===== config.mk =====
export PLATFORM = sky130hd
export DESIGN_NAME = vectored_interrupt_pair
export DESIGN_NICKNAME = d
export VERILOG_FILES = /design/src/hw/vectored_interrupt_pair_pkg.sv /design/src/hw/vectored_interrupt_pair.sv
export SDC_FILE = /design/constraint.sdc
export NUM_CORES = 1
export LEC_CHECK = 0
export ABC_AREA = 1
export BUFFER_PORTS_ARGS = -buffer_cell sky130_fd_sc_hd__buf_2
export CORE_MARGIN = 2
export CORE_UTILIZATION = 57
export CTS_CLUSTER_SIZE = 16
export DETAILED_ROUTE_END_ITERATION = 10
export GPL_TIMING_DRIVEN = 0
export HOLD_SLACK_MARGIN = 0.02
export PLACE_DENSITY = 0.75
export SYNTH_ARGS = -nofsm -noshare
export SYNTH_HDL_FRONTEND = slang
export SYNTH_SLANG_ARGS = --single-unit

===== constraint.sdc =====
create_clock -name clk_i -period 7.4 [get_ports clk_i]
set_input_delay 0.74 -clock clk_i [delete_from_list [all_inputs] [get_ports clk_i]]
set_output_delay 0.74 -clock clk_i [all_outputs]
set_load 0.02 [all_outputs]

===== src/hw/vectored_interrupt_pair_pkg.sv =====
package vectored_interrupt_pair_pkg;

  // Port decode inside the sixteen-port window, taken from address bits 3..1
  localparam logic [2:0] PORT_PRIMARY = 3'h0;
  localparam logic [2:0] PORT_SECONDARY = 3'h1;

  // Control word fields on the even port
  localparam int INIT_FLAG_BIT = 4;
  localparam int READ_SEL_BIT = 3;
  localparam int INTERVAL4_BIT = 2;
  localparam int CMD_LSB = 5;

  // Mode word fields, third word of the setup sequence on the odd port
  localparam int TWO_PULSE_BIT = 0;
  localparam int AUTO_EOS_BIT = 1;

  // Command codes in bits 7..5 of a non-setup even write
  localparam logic [2:0] CMD_NONSPECIFIC = 3'h1;
  localparam logic [2:0] CMD_SPECIFIC = 3'h3;
  localparam logic [2:0] CMD_SET_TOP = 3'h6;

  localparam logic [7:0] CALL_OPCODE = 8'hcd;
  localparam logic [2:0] TOP_LEVEL_AFTER_INIT = 3'h0;

  // Acknowledge pulse numbers
  localparam logic [1:0] PULSE_FIRST = 2'h1;
  localparam logic [1:0] PULSE_SECOND = 2'h2;
  localparam logic [1:0] PULSE_THIRD = 2'h3;

  // Reset values
  localparam logic [7:0] BYTE_RESET = 8'h00;
  localparam logic [2:0] FIELD3_RESET = 3'h0;
  localparam logic [1:0] COUNT_RESET = 2'h0;

  typedef enum logic [2:0] {
    SETUP_DONE = 3'b001,
    SETUP_ADDR = 3'b010,
    SETUP_MODE = 3'b100
  } setup_e;

endpackage : vectored_interrupt_pair_pkg


===== src/hw/vectored_interrupt_pair.sv =====
module vectored_interrupt_pair (
  input wire logic clk_i,
  input wire logic rst_i,
  input wire logic [3:0] setup_switch_bank_i,
  input wire logic [7:0] port_addr_i,
  input wire logic [7:0] port_data_i,
  input wire logic port_rd_i,
  input wire logic port_wr_i,
  input wire logic acknowledge_pulse_i,
  input wire logic [7:0] vectored_line_i,
  input wire logic timer_output_two_i,
  input wire logic timer_output_three_i,
  input wire logic timer_output_four_i,
  input wire logic serial_receive_ready_flag_i,
  input wire logic parallel_receive_ready_flag_i,
  input wire logic serial_transmit_ready_flag_i,
  input wire logic parallel_transmit_ready_flag_i,
  output logic [7:0] port_data_o,
  output logic port_data_oe_o,
  output logic int_req_o
);

  typedef struct packed {
    logic [3:0] sw_s1;
    logic [3:0] sw_s2;
    logic [15:0] req_s1;
    logic [15:0] req_s2;
    logic [7:0] adr_s1;
    logic [7:0] adr_s2;
    logic [7:0] dat_s1;
    logic [7:0] dat_s2;
    logic rd_s1;
    logic rd_s2;
    logic wr_s1;
    logic wr_s2;
    logic wr_d;
    logic ack_s1;
    logic ack_s2;
    logic ack_d;
    logic [1:0][7:0] request_latch;
    logic [1:0][7:0] in_service_latch;
    logic [1:0][7:0] mask;
    logic [1:0][2:0] top;
    logic [1:0][2:0] port_window_origin_lo;
    logic [1:0][7:0] port_window_origin_hi;
    logic [1:0] intv4;
    logic [1:0] two_pulse;
    logic [1:0] auto_eos;
    logic [1:0] read_isr;
    vectored_interrupt_pair_pkg::setup_e [1:0] setup;
    logic [1:0] ack_cnt;
    logic ack_valid;
    logic use_sec;
    logic [2:0] lvl_p;
    logic [2:0] lvl_s;
    logic [7:0] dout;
    logic oe;
    logic int_o;
  } state_s;

  state_s st_r;
  state_s st_nxt;

  // Walks the eight levels from the top one; an in-service level stops the walk
  function automatic logic [3:0] find_top(input logic [7:0] req, input logic [7:0] busy,
                                         input logic [2:0] top);
    logic [3:0] res;
    logic done;
    logic [2:0] l;
    res = 4'h0;
    done = 1'b0;
    for (int i = 0; i < 8; i++) begin
      l = top + 3'(i);
      if (!done && busy[l]) begin
        done = 1'b1;
      end else if (!done && req[l]) begin
        done = 1'b1;
        res = {1'b1, l};
      end
    end
    return res;
  endfunction : find_top

  logic [1:0] res_ok;
  logic [1:0][2:0] res_lvl;
  logic [1:0] eos_ok;
  logic [1:0][2:0] eos_lvl;

  for (genvar c = 0; c < 2; c++) begin : g_ctl
    assign {res_ok[c], res_lvl[c]} = find_top(st_r.request_latch[c] & ~st_r.mask[c],
                                              st_r.in_service_latch[c], st_r.top[c]);
    assign {eos_ok[c], eos_lvl[c]} = find_top(st_r.in_service_latch[c], 8'h00,
                                              st_r.top[c]);
  end

  logic win_hit;
  logic ctl_hit;
  logic sel;
  logic wr_hit;
  logic rd_hit;
  logic ack_rise;
  logic ack_fall;
  logic [1:0] last_pulse;
  logic [2:0] ack_lvl;

  assign win_hit = st_r.adr_s2[7:4] == st_r.sw_s2;
  assign sel = st_r.adr_s2[1];
  assign ack_rise = st_r.ack_s2 && !st_r.ack_d;
  assign ack_fall = !st_r.ack_s2 && st_r.ack_d;
  assign ack_lvl = st_r.use_sec ? st_r.lvl_s : st_r.lvl_p;
  assign last_pulse = st_r.two_pulse[0] ? vectored_interrupt_pair_pkg::PULSE_SECOND
                                        : vectored_interrupt_pair_pkg::PULSE_THIRD;

  always_comb begin
    if (!win_hit) begin
      ctl_hit = 1'b0;
    end else if (st_r.adr_s2[3:1] == vectored_interrupt_pair_pkg::PORT_PRIMARY) begin
      ctl_hit = 1'b1;
    end else if (st_r.adr_s2[3:1] == vectored_interrupt_pair_pkg::PORT_SECONDARY) begin
      ctl_hit = 1'b1;
    end else begin
      ctl_hit = 1'b0;
    end
  end

  assign wr_hit = ctl_hit && st_r.wr_s2 && !st_r.wr_d;
  assign rd_hit = ctl_hit && st_r.rd_s2;

  always_comb begin
    logic vsel;
    logic [2:0] vl;
    logic [15:0] addr16;
    logic [7:0] d;
    vsel = st_r.use_sec;
    vl = st_r.use_sec ? st_r.lvl_s : st_r.lvl_p;
    d = st_r.dat_s2;
    addr16 = 16'h0000;
    st_nxt = st_r;
    // Pins cross two flops before anything reads them
    st_nxt.sw_s1 = setup_switch_bank_i;
    st_nxt.sw_s2 = st_r.sw_s1;
    st_nxt.req_s1 = {timer_output_four_i, parallel_transmit_ready_flag_i,
                     serial_transmit_ready_flag_i, timer_output_three_i, vectored_line_i[1],
                     parallel_receive_ready_flag_i, serial_receive_ready_flag_i,
                     timer_output_two_i, vectored_line_i[7:2], 1'b0, vectored_line_i[0]};
    st_nxt.req_s2 = st_r.req_s1;
    st_nxt.adr_s1 = port_addr_i;
    st_nxt.adr_s2 = st_r.adr_s1;
    st_nxt.dat_s1 = port_data_i;
    st_nxt.dat_s2 = st_r.dat_s1;
    st_nxt.rd_s1 = port_rd_i;
    st_nxt.rd_s2 = st_r.rd_s1;
    st_nxt.wr_s1 = port_wr_i;
    st_nxt.wr_s2 = st_r.wr_s1;
    st_nxt.wr_d = st_r.wr_s2;
    st_nxt.ack_s1 = acknowledge_pulse_i;
    st_nxt.ack_s2 = st_r.ack_s1;
    st_nxt.ack_d = st_r.ack_s2;
    // Secondary's own request result stands in for primary input one
    st_nxt.request_latch[0] = {st_r.req_s2[7:2], res_ok[1], st_r.req_s2[0]};
    st_nxt.request_latch[1] = st_r.req_s2[15:8];

    if (wr_hit && !st_r.adr_s2[0]) begin
      if (d[vectored_interrupt_pair_pkg::INIT_FLAG_BIT]) begin
        st_nxt.setup[sel] = vectored_interrupt_pair_pkg::SETUP_ADDR;
        st_nxt.port_window_origin_lo[sel] = d[7:5];
        st_nxt.intv4[sel] = d[vectored_interrupt_pair_pkg::INTERVAL4_BIT];
        st_nxt.top[sel] = vectored_interrupt_pair_pkg::TOP_LEVEL_AFTER_INIT;
        st_nxt.mask[sel] = vectored_interrupt_pair_pkg::BYTE_RESET;
        st_nxt.in_service_latch[sel] = vectored_interrupt_pair_pkg::BYTE_RESET;
        st_nxt.two_pulse[sel] = 1'b0;
        st_nxt.auto_eos[sel] = 1'b0;
        st_nxt.read_isr[sel] = 1'b0;
      end else if (d[vectored_interrupt_pair_pkg::READ_SEL_BIT]) begin
        st_nxt.read_isr[sel] = d[0];
      end else if (d[7:5] == vectored_interrupt_pair_pkg::CMD_NONSPECIFIC) begin
        if (eos_ok[sel]) begin
          st_nxt.in_service_latch[sel][eos_lvl[sel]] = 1'b0;
        end
      end else if (d[7:5] == vectored_interrupt_pair_pkg::CMD_SPECIFIC) begin
        st_nxt.in_service_latch[sel][d[2:0]] = 1'b0;
      end else if (d[7:5] == vectored_interrupt_pair_pkg::CMD_SET_TOP) begin
        st_nxt.top[sel] = d[2:0];
      end
    end else if (wr_hit) begin
      case (st_r.setup[sel])
        vectored_interrupt_pair_pkg::SETUP_ADDR: begin
          st_nxt.port_window_origin_hi[sel] = d;
          st_nxt.setup[sel] = vectored_interrupt_pair_pkg::SETUP_MODE;
        end
        vectored_interrupt_pair_pkg::SETUP_MODE: begin
          st_nxt.two_pulse[sel] = d[vectored_interrupt_pair_pkg::TWO_PULSE_BIT];
          st_nxt.auto_eos[sel] = d[vectored_interrupt_pair_pkg::AUTO_EOS_BIT];
          st_nxt.setup[sel] = vectored_interrupt_pair_pkg::SETUP_DONE;
        end
        default: begin
          st_nxt.mask[sel] = d;
        end
      endcase
    end

    // Acknowledge handling follows the writes so that a set beats a same-cycle clear
    if (ack_rise) begin
      if (st_r.ack_cnt != vectored_interrupt_pair_pkg::PULSE_THIRD) begin
        st_nxt.ack_cnt = st_r.ack_cnt + 2'h1;
      end
      if (st_r.ack_cnt == vectored_interrupt_pair_pkg::COUNT_RESET) begin
        st_nxt.ack_valid = res_ok[0];
        st_nxt.lvl_p = res_lvl[0];
        st_nxt.lvl_s = res_lvl[1];
        st_nxt.use_sec = res_ok[0] && res_lvl[0] == 3'h1 && res_ok[1];
        if (res_ok[0]) begin
          st_nxt.in_service_latch[0][res_lvl[0]] = 1'b1;
        end
        if (res_ok[0] && res_lvl[0] == 3'h1 && res_ok[1]) begin
          st_nxt.in_service_latch[1][res_lvl[1]] = 1'b1;
        end
      end
    end else if (ack_fall && st_r.ack_cnt >= last_pulse) begin
      st_nxt.ack_cnt = vectored_interrupt_pair_pkg::COUNT_RESET;
      if (st_r.ack_valid && st_r.auto_eos[0] && eos_ok[0]) begin
        st_nxt.in_service_latch[0][eos_lvl[0]] = 1'b0;
      end
      if (st_r.use_sec && st_r.auto_eos[1] && eos_ok[1]) begin
        st_nxt.in_service_latch[1][eos_lvl[1]] = 1'b0;
      end
    end

    if (st_r.intv4[vsel]) begin
      addr16 = {st_r.port_window_origin_hi[vsel], st_r.port_window_origin_lo[vsel], vl, 2'h0};
    end else begin
      addr16 = {st_r.port_window_origin_hi[vsel], st_r.port_window_origin_lo[vsel][2:1], vl, 3'h0};
    end

    st_nxt.oe = 1'b0;
    st_nxt.dout = vectored_interrupt_pair_pkg::BYTE_RESET;
    if (st_r.ack_s2) begin
      // An acknowledge with nothing resolved leaves the bus alone
      if (st_r.ack_valid) begin
        case (st_r.ack_cnt)
          vectored_interrupt_pair_pkg::PULSE_FIRST: begin
            if (!st_r.two_pulse[0]) begin
              st_nxt.oe = 1'b1;
              st_nxt.dout = vectored_interrupt_pair_pkg::CALL_OPCODE;
            end
          end
          vectored_interrupt_pair_pkg::PULSE_SECOND: begin
            st_nxt.oe = 1'b1;
            if (st_r.two_pulse[0]) begin
              st_nxt.dout = {st_r.port_window_origin_hi[vsel][7:3], vl};
            end else begin
              st_nxt.dout = addr16[7:0];
            end
          end
          vectored_interrupt_pair_pkg::PULSE_THIRD: begin
            if (!st_r.two_pulse[0]) begin
              st_nxt.oe = 1'b1;
              st_nxt.dout = addr16[15:8];
            end
          end
          default: begin
            st_nxt.oe = 1'b0;
          end
        endcase
      end
    end else if (rd_hit) begin
      st_nxt.oe = 1'b1;
      if (st_r.adr_s2[0]) begin
        st_nxt.dout = st_r.mask[sel];
      end else if (st_r.read_isr[sel]) begin
        st_nxt.dout = st_r.in_service_latch[sel];
      end else begin
        st_nxt.dout = st_r.request_latch[sel];
      end
    end

    // Line drops while a sequence runs so the host sees one request per sequence
    st_nxt.int_o = res_ok[0] && st_r.ack_cnt == vectored_interrupt_pair_pkg::COUNT_RESET;
  end

  always_ff @(posedge clk_i or posedge rst_i) begin
    if (rst_i) begin
      st_r <= '0;
      st_r.setup <= {vectored_interrupt_pair_pkg::SETUP_DONE,
                     vectored_interrupt_pair_pkg::SETUP_DONE};
    end else begin
      st_r <= st_nxt;
    end
  end

  assign port_data_o = st_r.dout;
  assign port_data_oe_o = st_r.oe;
  assign int_req_o = st_r.int_o;

  chk_int_idle: assert property (@(posedge clk_i) disable iff (rst_i)
    !res_ok[0] |=> !int_req_o)
    else $error("interrupt line raised with nothing pending");

  chk_call_opcode: assert property (@(posedge clk_i) disable iff (rst_i)
    st_r.ack_s2 && st_r.ack_valid && st_r.ack_cnt == 2'h1 && !st_r.two_pulse[0]
    |=> port_data_oe_o && port_data_o == 8'hcd)
    else $error("call opcode missing on first acknowledge");

  chk_two_pulse_quiet: assert property (@(posedge clk_i) disable iff (rst_i)
    st_r.ack_s2 && st_r.ack_cnt == 2'h1 && st_r.two_pulse[0] |=> !port_data_oe_o)
    else $error("bus driven on first pulse in two-pulse mode");

  chk_no_req_quiet: assert property (@(posedge clk_i) disable iff (rst_i)
    st_r.ack_s2 && !st_r.ack_valid |=> !port_data_oe_o)
    else $error("bus driven on acknowledge with nothing resolved");

  chk_isr_set: assert property (@(posedge clk_i) disable iff (rst_i)
    ack_rise && st_r.ack_cnt == 2'h0 && res_ok[0]
    |=> st_r.in_service_latch[0][$past(res_lvl[0])] && st_r.ack_valid)
    else $error("in-service bit not set on acknowledge");

  chk_window_miss: assert property (@(posedge clk_i) disable iff (rst_i)
    st_r.wr_s2 && !st_r.wr_d && st_r.adr_s2[7:4] != st_r.sw_s2 |=> $stable(st_r.mask))
    else $error("write outside the port window changed a mask");

  chk_ns_clear: assert property (@(posedge clk_i) disable iff (rst_i)
    wr_hit && !sel && !st_r.adr_s2[0] && st_r.dat_s2 == 8'h20 && eos_ok[0] && !ack_rise
    |=> !st_r.in_service_latch[0][$past(eos_lvl[0])])
    else $error("non-specific end of service missed the top bit");

  chk_type_byte: assert property (@(posedge clk_i) disable iff (rst_i)
    st_r.ack_s2 && st_r.ack_valid && st_r.ack_cnt == 2'h2 && st_r.two_pulse[0]
    |=> port_data_oe_o && port_data_o[2:0] == $past(ack_lvl))
    else $error("type byte level field wrong");

  // Only a command write or the end of an acknowledge sequence may retire a level
  chk_isr_hold: assert property (@(posedge clk_i) disable iff (rst_i)
    !wr_hit && !ack_fall
    |=> (~st_r.in_service_latch & $past(st_r.in_service_latch)) == 16'h0000)
    else $error("in-service bit cleared without a command");

  chk_block_lower: assert property (@(posedge clk_i) disable iff (rst_i)
    st_r.in_service_latch[0][0] && st_r.top[0] == 3'h0 |-> !res_ok[0])
    else $error("request passed a higher in-service level");

endmodule : vectored_interrupt_pair


# Word level (Yosys, flattened, before mapping)
# Memories as Yosys holds them, arrays and structs flattened.
# Index checks and enable logic that the tools add are counted.
# totals
reg_bits,188
romBits,128
inputBits,40
output_inout_bits,10
elab_cells,584
memories,16
# classes
n_addsub,15
n_lt_le_gt_ge,32
eq_ne,18
muxes,301
bitwise_logic,33
reduce_logical,127
# memory_table
name,depth,word_bits,rd,rd_ports_with_merged_regs,wr,line,rtl
(no name shown),8,1,1,0,0,vectored_interrupt_pair.sv:74,if (!done && busy[l]) begin
(no name shown),8,1,1,0,0,vectored_interrupt_pair.sv:74,
(no name shown),8,1,1,0,0,vectored_interrupt_pair.sv:74,
(no name shown),8,1,1,0,0,vectored_interrupt_pair.sv:74,
(no name shown),8,1,1,0,0,vectored_interrupt_pair.sv:74,
(no name shown),8,1,1,0,0,vectored_interrupt_pair.sv:74,
10 more memories,--,--,--,--,--,--,
# ops
op,count
2-to-1 mux 4 bit,68
2-to-1 mux 16 bit,13
2-to-1 mux 8 bit,18
2-to-1 mux 1 bit,121
binary-select mux 1 bit (select 3 bit),32
"< comparator 3 x 4 -> 1 bit, second input constant",22
logical AND 1 bit,77
AND 16 bit,4
2-to-1 mux 6 bit,9
NOT 16 bit,3
2-to-1 mux 9 bit,5
AND 8 bit,4
bitwise mux 16 bit,2
logical NOT 1 bit,32
NOT 8 bit,4
"adder 3 bit, second input constant",8
demux 8 bit (select 1 bit),3
2-to-1 mux 3 bit,8
case mux 8 bit (3 select lines),1
demux 1 bit (select 3 bit),6
"greater-or-equal comparator 3 x 1 -> 1 bit, second input constant",6
OR 8 bit,2
"adder 3 x 2 -> 3 bit, second input constant",4
AND 4 bit,3
35 further kinds,71

# Logic depth before layout (Yosys ltp)
# logic_depth
depth_word,51
mapped_depth,27
depth_no_buf,25

# Least setup slack after synthesis
# Ideal clock, no wire load.
# synth_timing
path_kind,flip-flop to flip-flop
start,register st_r[57] (netlist bit)
end,register st_r[92] (netlist bit)
setup_time_ns,0.126
arrival_ns,2.964
t_required_ns,7.274
path_slack_ns,4.309
path_stages_with_launch,25
path_buffers,2
synth_period_minus_slack_ns,3.091
path_cell_list,dfrtp_1 -> inv_1 -> buf_4 -> ha_1 -> buf_2 -> clkinv_1 -> nand3_1 -> nand3_1 -> nand2_1 -> nor2_4 -> nand4_1 -> nor2_2 -> nand2_1 -> nand2_1 -> inv_1 -> nand2_1 -> nand2_2 -> nand2_1 -> nand2_2 -> nor2_2 -> nand3_1 -> nand3_1 -> nand2_1 -> nor2_1 -> nor2_1
# synth_lines
item,line,rtl
"start, declared",vectored_interrupt_pair.sv:61,state_s st_r;
"start signal, assigned",vectored_interrupt_pair.sv:287,st_r <= st_nxt;

==> results.tsv <==
metric	value	unit
slew_headroom	37.2	%
synth.largest_area_cell	dfrtp_1	
p_per_area	245	nW/µm²
wire_per_inst	18.3	µm
cp_max_fo	10	
dieArea	20500	µm²
r2r_cells	24	
path_cells	inv_1, buf_4, ha_1, buf_2, clkinv_1, nand3_1, nand2_1, nand2_1, nand2_1, nor2_1, nand2_1, nand2_1, nand2_1, a21oi_1, nand3_1, nand2_1, nand2_1, a21oi_2, nand2_2, nor2_4, nand2_1, nor2_2, nand2_1, nand2_1	
yosys_warnings	0	
ir_drop	215	µV
hold_class	flip-flop to flip-flop	
grt_overflow	0	
insertion_delay	0.45	ns
synthesis.nets	1512	
r2r-end	st_r[87]	
cts.clk_slew.worst_paths	0.09	ns
setup_viol	0	
synth_common_cells	nand2_1 (386), nand3_1 (198), dfrtp_1 (185), nor2_1 (130), inv_1 (128)	
worstSetupPathType	flip-flop to flip-flop	
grt_pass1_vias	9901	
cpLargestDelayFamily	simple AND/OR/NAND/NOR gates	
ys_seq_area_share	42.4	%
critPathMaxStageDelay	0.48	ns
place_area	11600	µm²
maxCapViolCount	0	
leakage	5.97	nW
synth_cell_type_count	60	
hold_depth	0	
cts_buffers	17	
drtIter0Drc	1392	
numPortBuffers	49	
start_kind	flip-flop	
num_vias	10700	
synth_cells	1462	
rsz0062_at_grt	no	
cp.buffers_inverters	4	
end_kind	flip-flop	
crit_slowest_cell	dfrtp_1	
cts_buffer_depth	2	
core	18800	µm²
yosysMostFrequentCell	nand2_1	
hold_viol_final	0	
fin_skew	0.0223	ns
netlist_area	11000	µm²
drc	0	
whs	0.347	ns
cts_setup_buffers	0	
io_pins	50	
rows	50	
min_to	st_r[138]	
cp_common_cell	nand2_1	
htreeDepth	4	
cts-resized-gates	0	
final_area	12300	µm²
grt_usage	33.2	%
syn_to_final_growth	11.4	%
root_buffer	clkbuf_16	
layout-drive-gt1-share	13.7	%
outcome	finished clean	
post-route-period-util	56.8	%
min-delay-start	st_nxt[138]	
fin_nets	1581	
slew_viol_final	0	
antennaDiodeCount	0	
grt_max_degree	98	
fin_crit	4.21	ns
gp_congestion	1.05	
tightest_slew	0.934	ns
die_y	143	µm
cts_tree	built	
clock-sinks	187	
antenna_found_initial	0	
initial_core_util	58.6	%
ant_nets	0	
ff2ff_setup_slack	3.19	ns
synth_top_area_share	41.9	%
synth_edf_count	0	
critPathRequiredTime	7.79	ns
grt_pass1_wl	51800	µm
yosys-top-cells-area	dfrtp_1 (42%), nand2_1 (13%), nand3_1 (9.0%)	
firstDrtPassIters	7	
hpwlAfterDp	24900	µm
fmax	238	MHz
holdBufCountCts	0	
r2r_start	st_r[57]	
synth_ff_type	dfrtp_1	
die_width	143	µm
worstPathArrival	4.60	ns
routed_wl	33000	µm
synth-seq-cells	187	
syn-mean-instance-area	7.55	µm²
via_per_inst	5.93	
async_reset_ff_share	100	%
-- worst reg2reg max path, delay by kind of cell, from the launching register on --
family          cells  cell delay, ns
compound gates      2            0.48
fa+ha+maj           1            0.28
buf+inv             4            0.91
flops               1            0.48
simple gates       17            1.99
-- flip-flops by register name (all words and copies together), names as in the netlist, named ones only --
signal and flops:
sel 1, port_data_oe_o 1, st_r 115, int_req_o 1
st_nxt 55, port_data_o 8
-- cell usage in the layout, fill, tap and decap left out, drive strengths merged, types with 6 or more instances in the layout --
cell | Yosys | layout
a31oi | 9 | 9
a21oi | 45 | 45
nor3 | 10 | 10
a311oi | 8 | 8
clkbuf | 16 | 33
nand2 | 410 | 410
nand3 | 216 | 216
o22ai | 19 | 19
ha | 10 | 10
o211ai | 6 | 6
nand4 | 39 | 39
nor2 | 149 | 149
o21ai | 104 | 104
inv | 145 | 156
dfrtp | 185 | 185
buf | 32 | 82
clkinv | 5 | 9
-- cells by family after synthesis --
logic type / Yosys count / synth area share [%]
AO/OA/AOI/OAI: 217 / 11.5
XOR/XNOR: 9 / 1.50
adder cells (fa/ha/maj): 10 / 1.13
buffers and inverters: 198 / 7.75
flip-flops: 187 / 42.4
multiplexers: 5 / 0.453
AND/OR/NAND/NOR: 836 / 35.2
-- cell type report --
type	instances	area, µm²
inverters	150	576
clock inverters	15	231
multi-input cells	1077	5500
plain buffers	48	288
clock buffers	17	425
flip-flops and latches	187	4680
fillers	1633	6530
well taps	260	325
repair buffers	50	273
-- through the flow --
step / instances / TNS, ns / total power [mW] / util, % / worst slack [ns]
global route: 1804 / 0 / 3.16 / 65.3 / 2.91
detailed placement: 1772 / 0 / 2.01 / 61.8 / 3.32
floorplan: 1462 / 0 / 1.78 / - / 1.58
finish: 1804 / 0 / 3.02 / 65.3 / 3.19
global placement: 1771 / -19.25 / 2.00 / 61.7 / -0.118
CTS: 1804 / 0 / 3.00 / 65.3 / 3.30
-- report_power, final --
part           switching [mW]  internal [mW]  leakage (nW)
registers              0.0776           1.09          2.37
logic                   0.619          0.237          3.29
clock network           0.506          0.485         0.316
total                    1.20           1.81          5.97
-- worst max path at each step --
stage | start | endpoint | slack, ns | cells past startpoint
3_3_place_gp | rst_i | st_r[83] | -0.12 | 2
3_5_place_dp | st_r[57] | st_r[87] | 3.32 | 24
2_1_floorplan | rst_i | asynchronous set/reset pin | 1.58 | 1
6_report | st_r[57] | st_r[87] | 3.19 | 24
4_1_cts | st_r[57] | st_r[87] | 3.30 | 24
5_1_grt | st_r[57] | st_r[87] | 2.91 | 24
-- per-layer routing --
metal / GRT usage [%] / wire, µm
met5: 0 / 0
met4: 17.3 / 1690
met3: 7.65 / 3340
met2: 51.6 / 14900
met1: 43.5 / 13100
(Power assumes the default switching activity.)
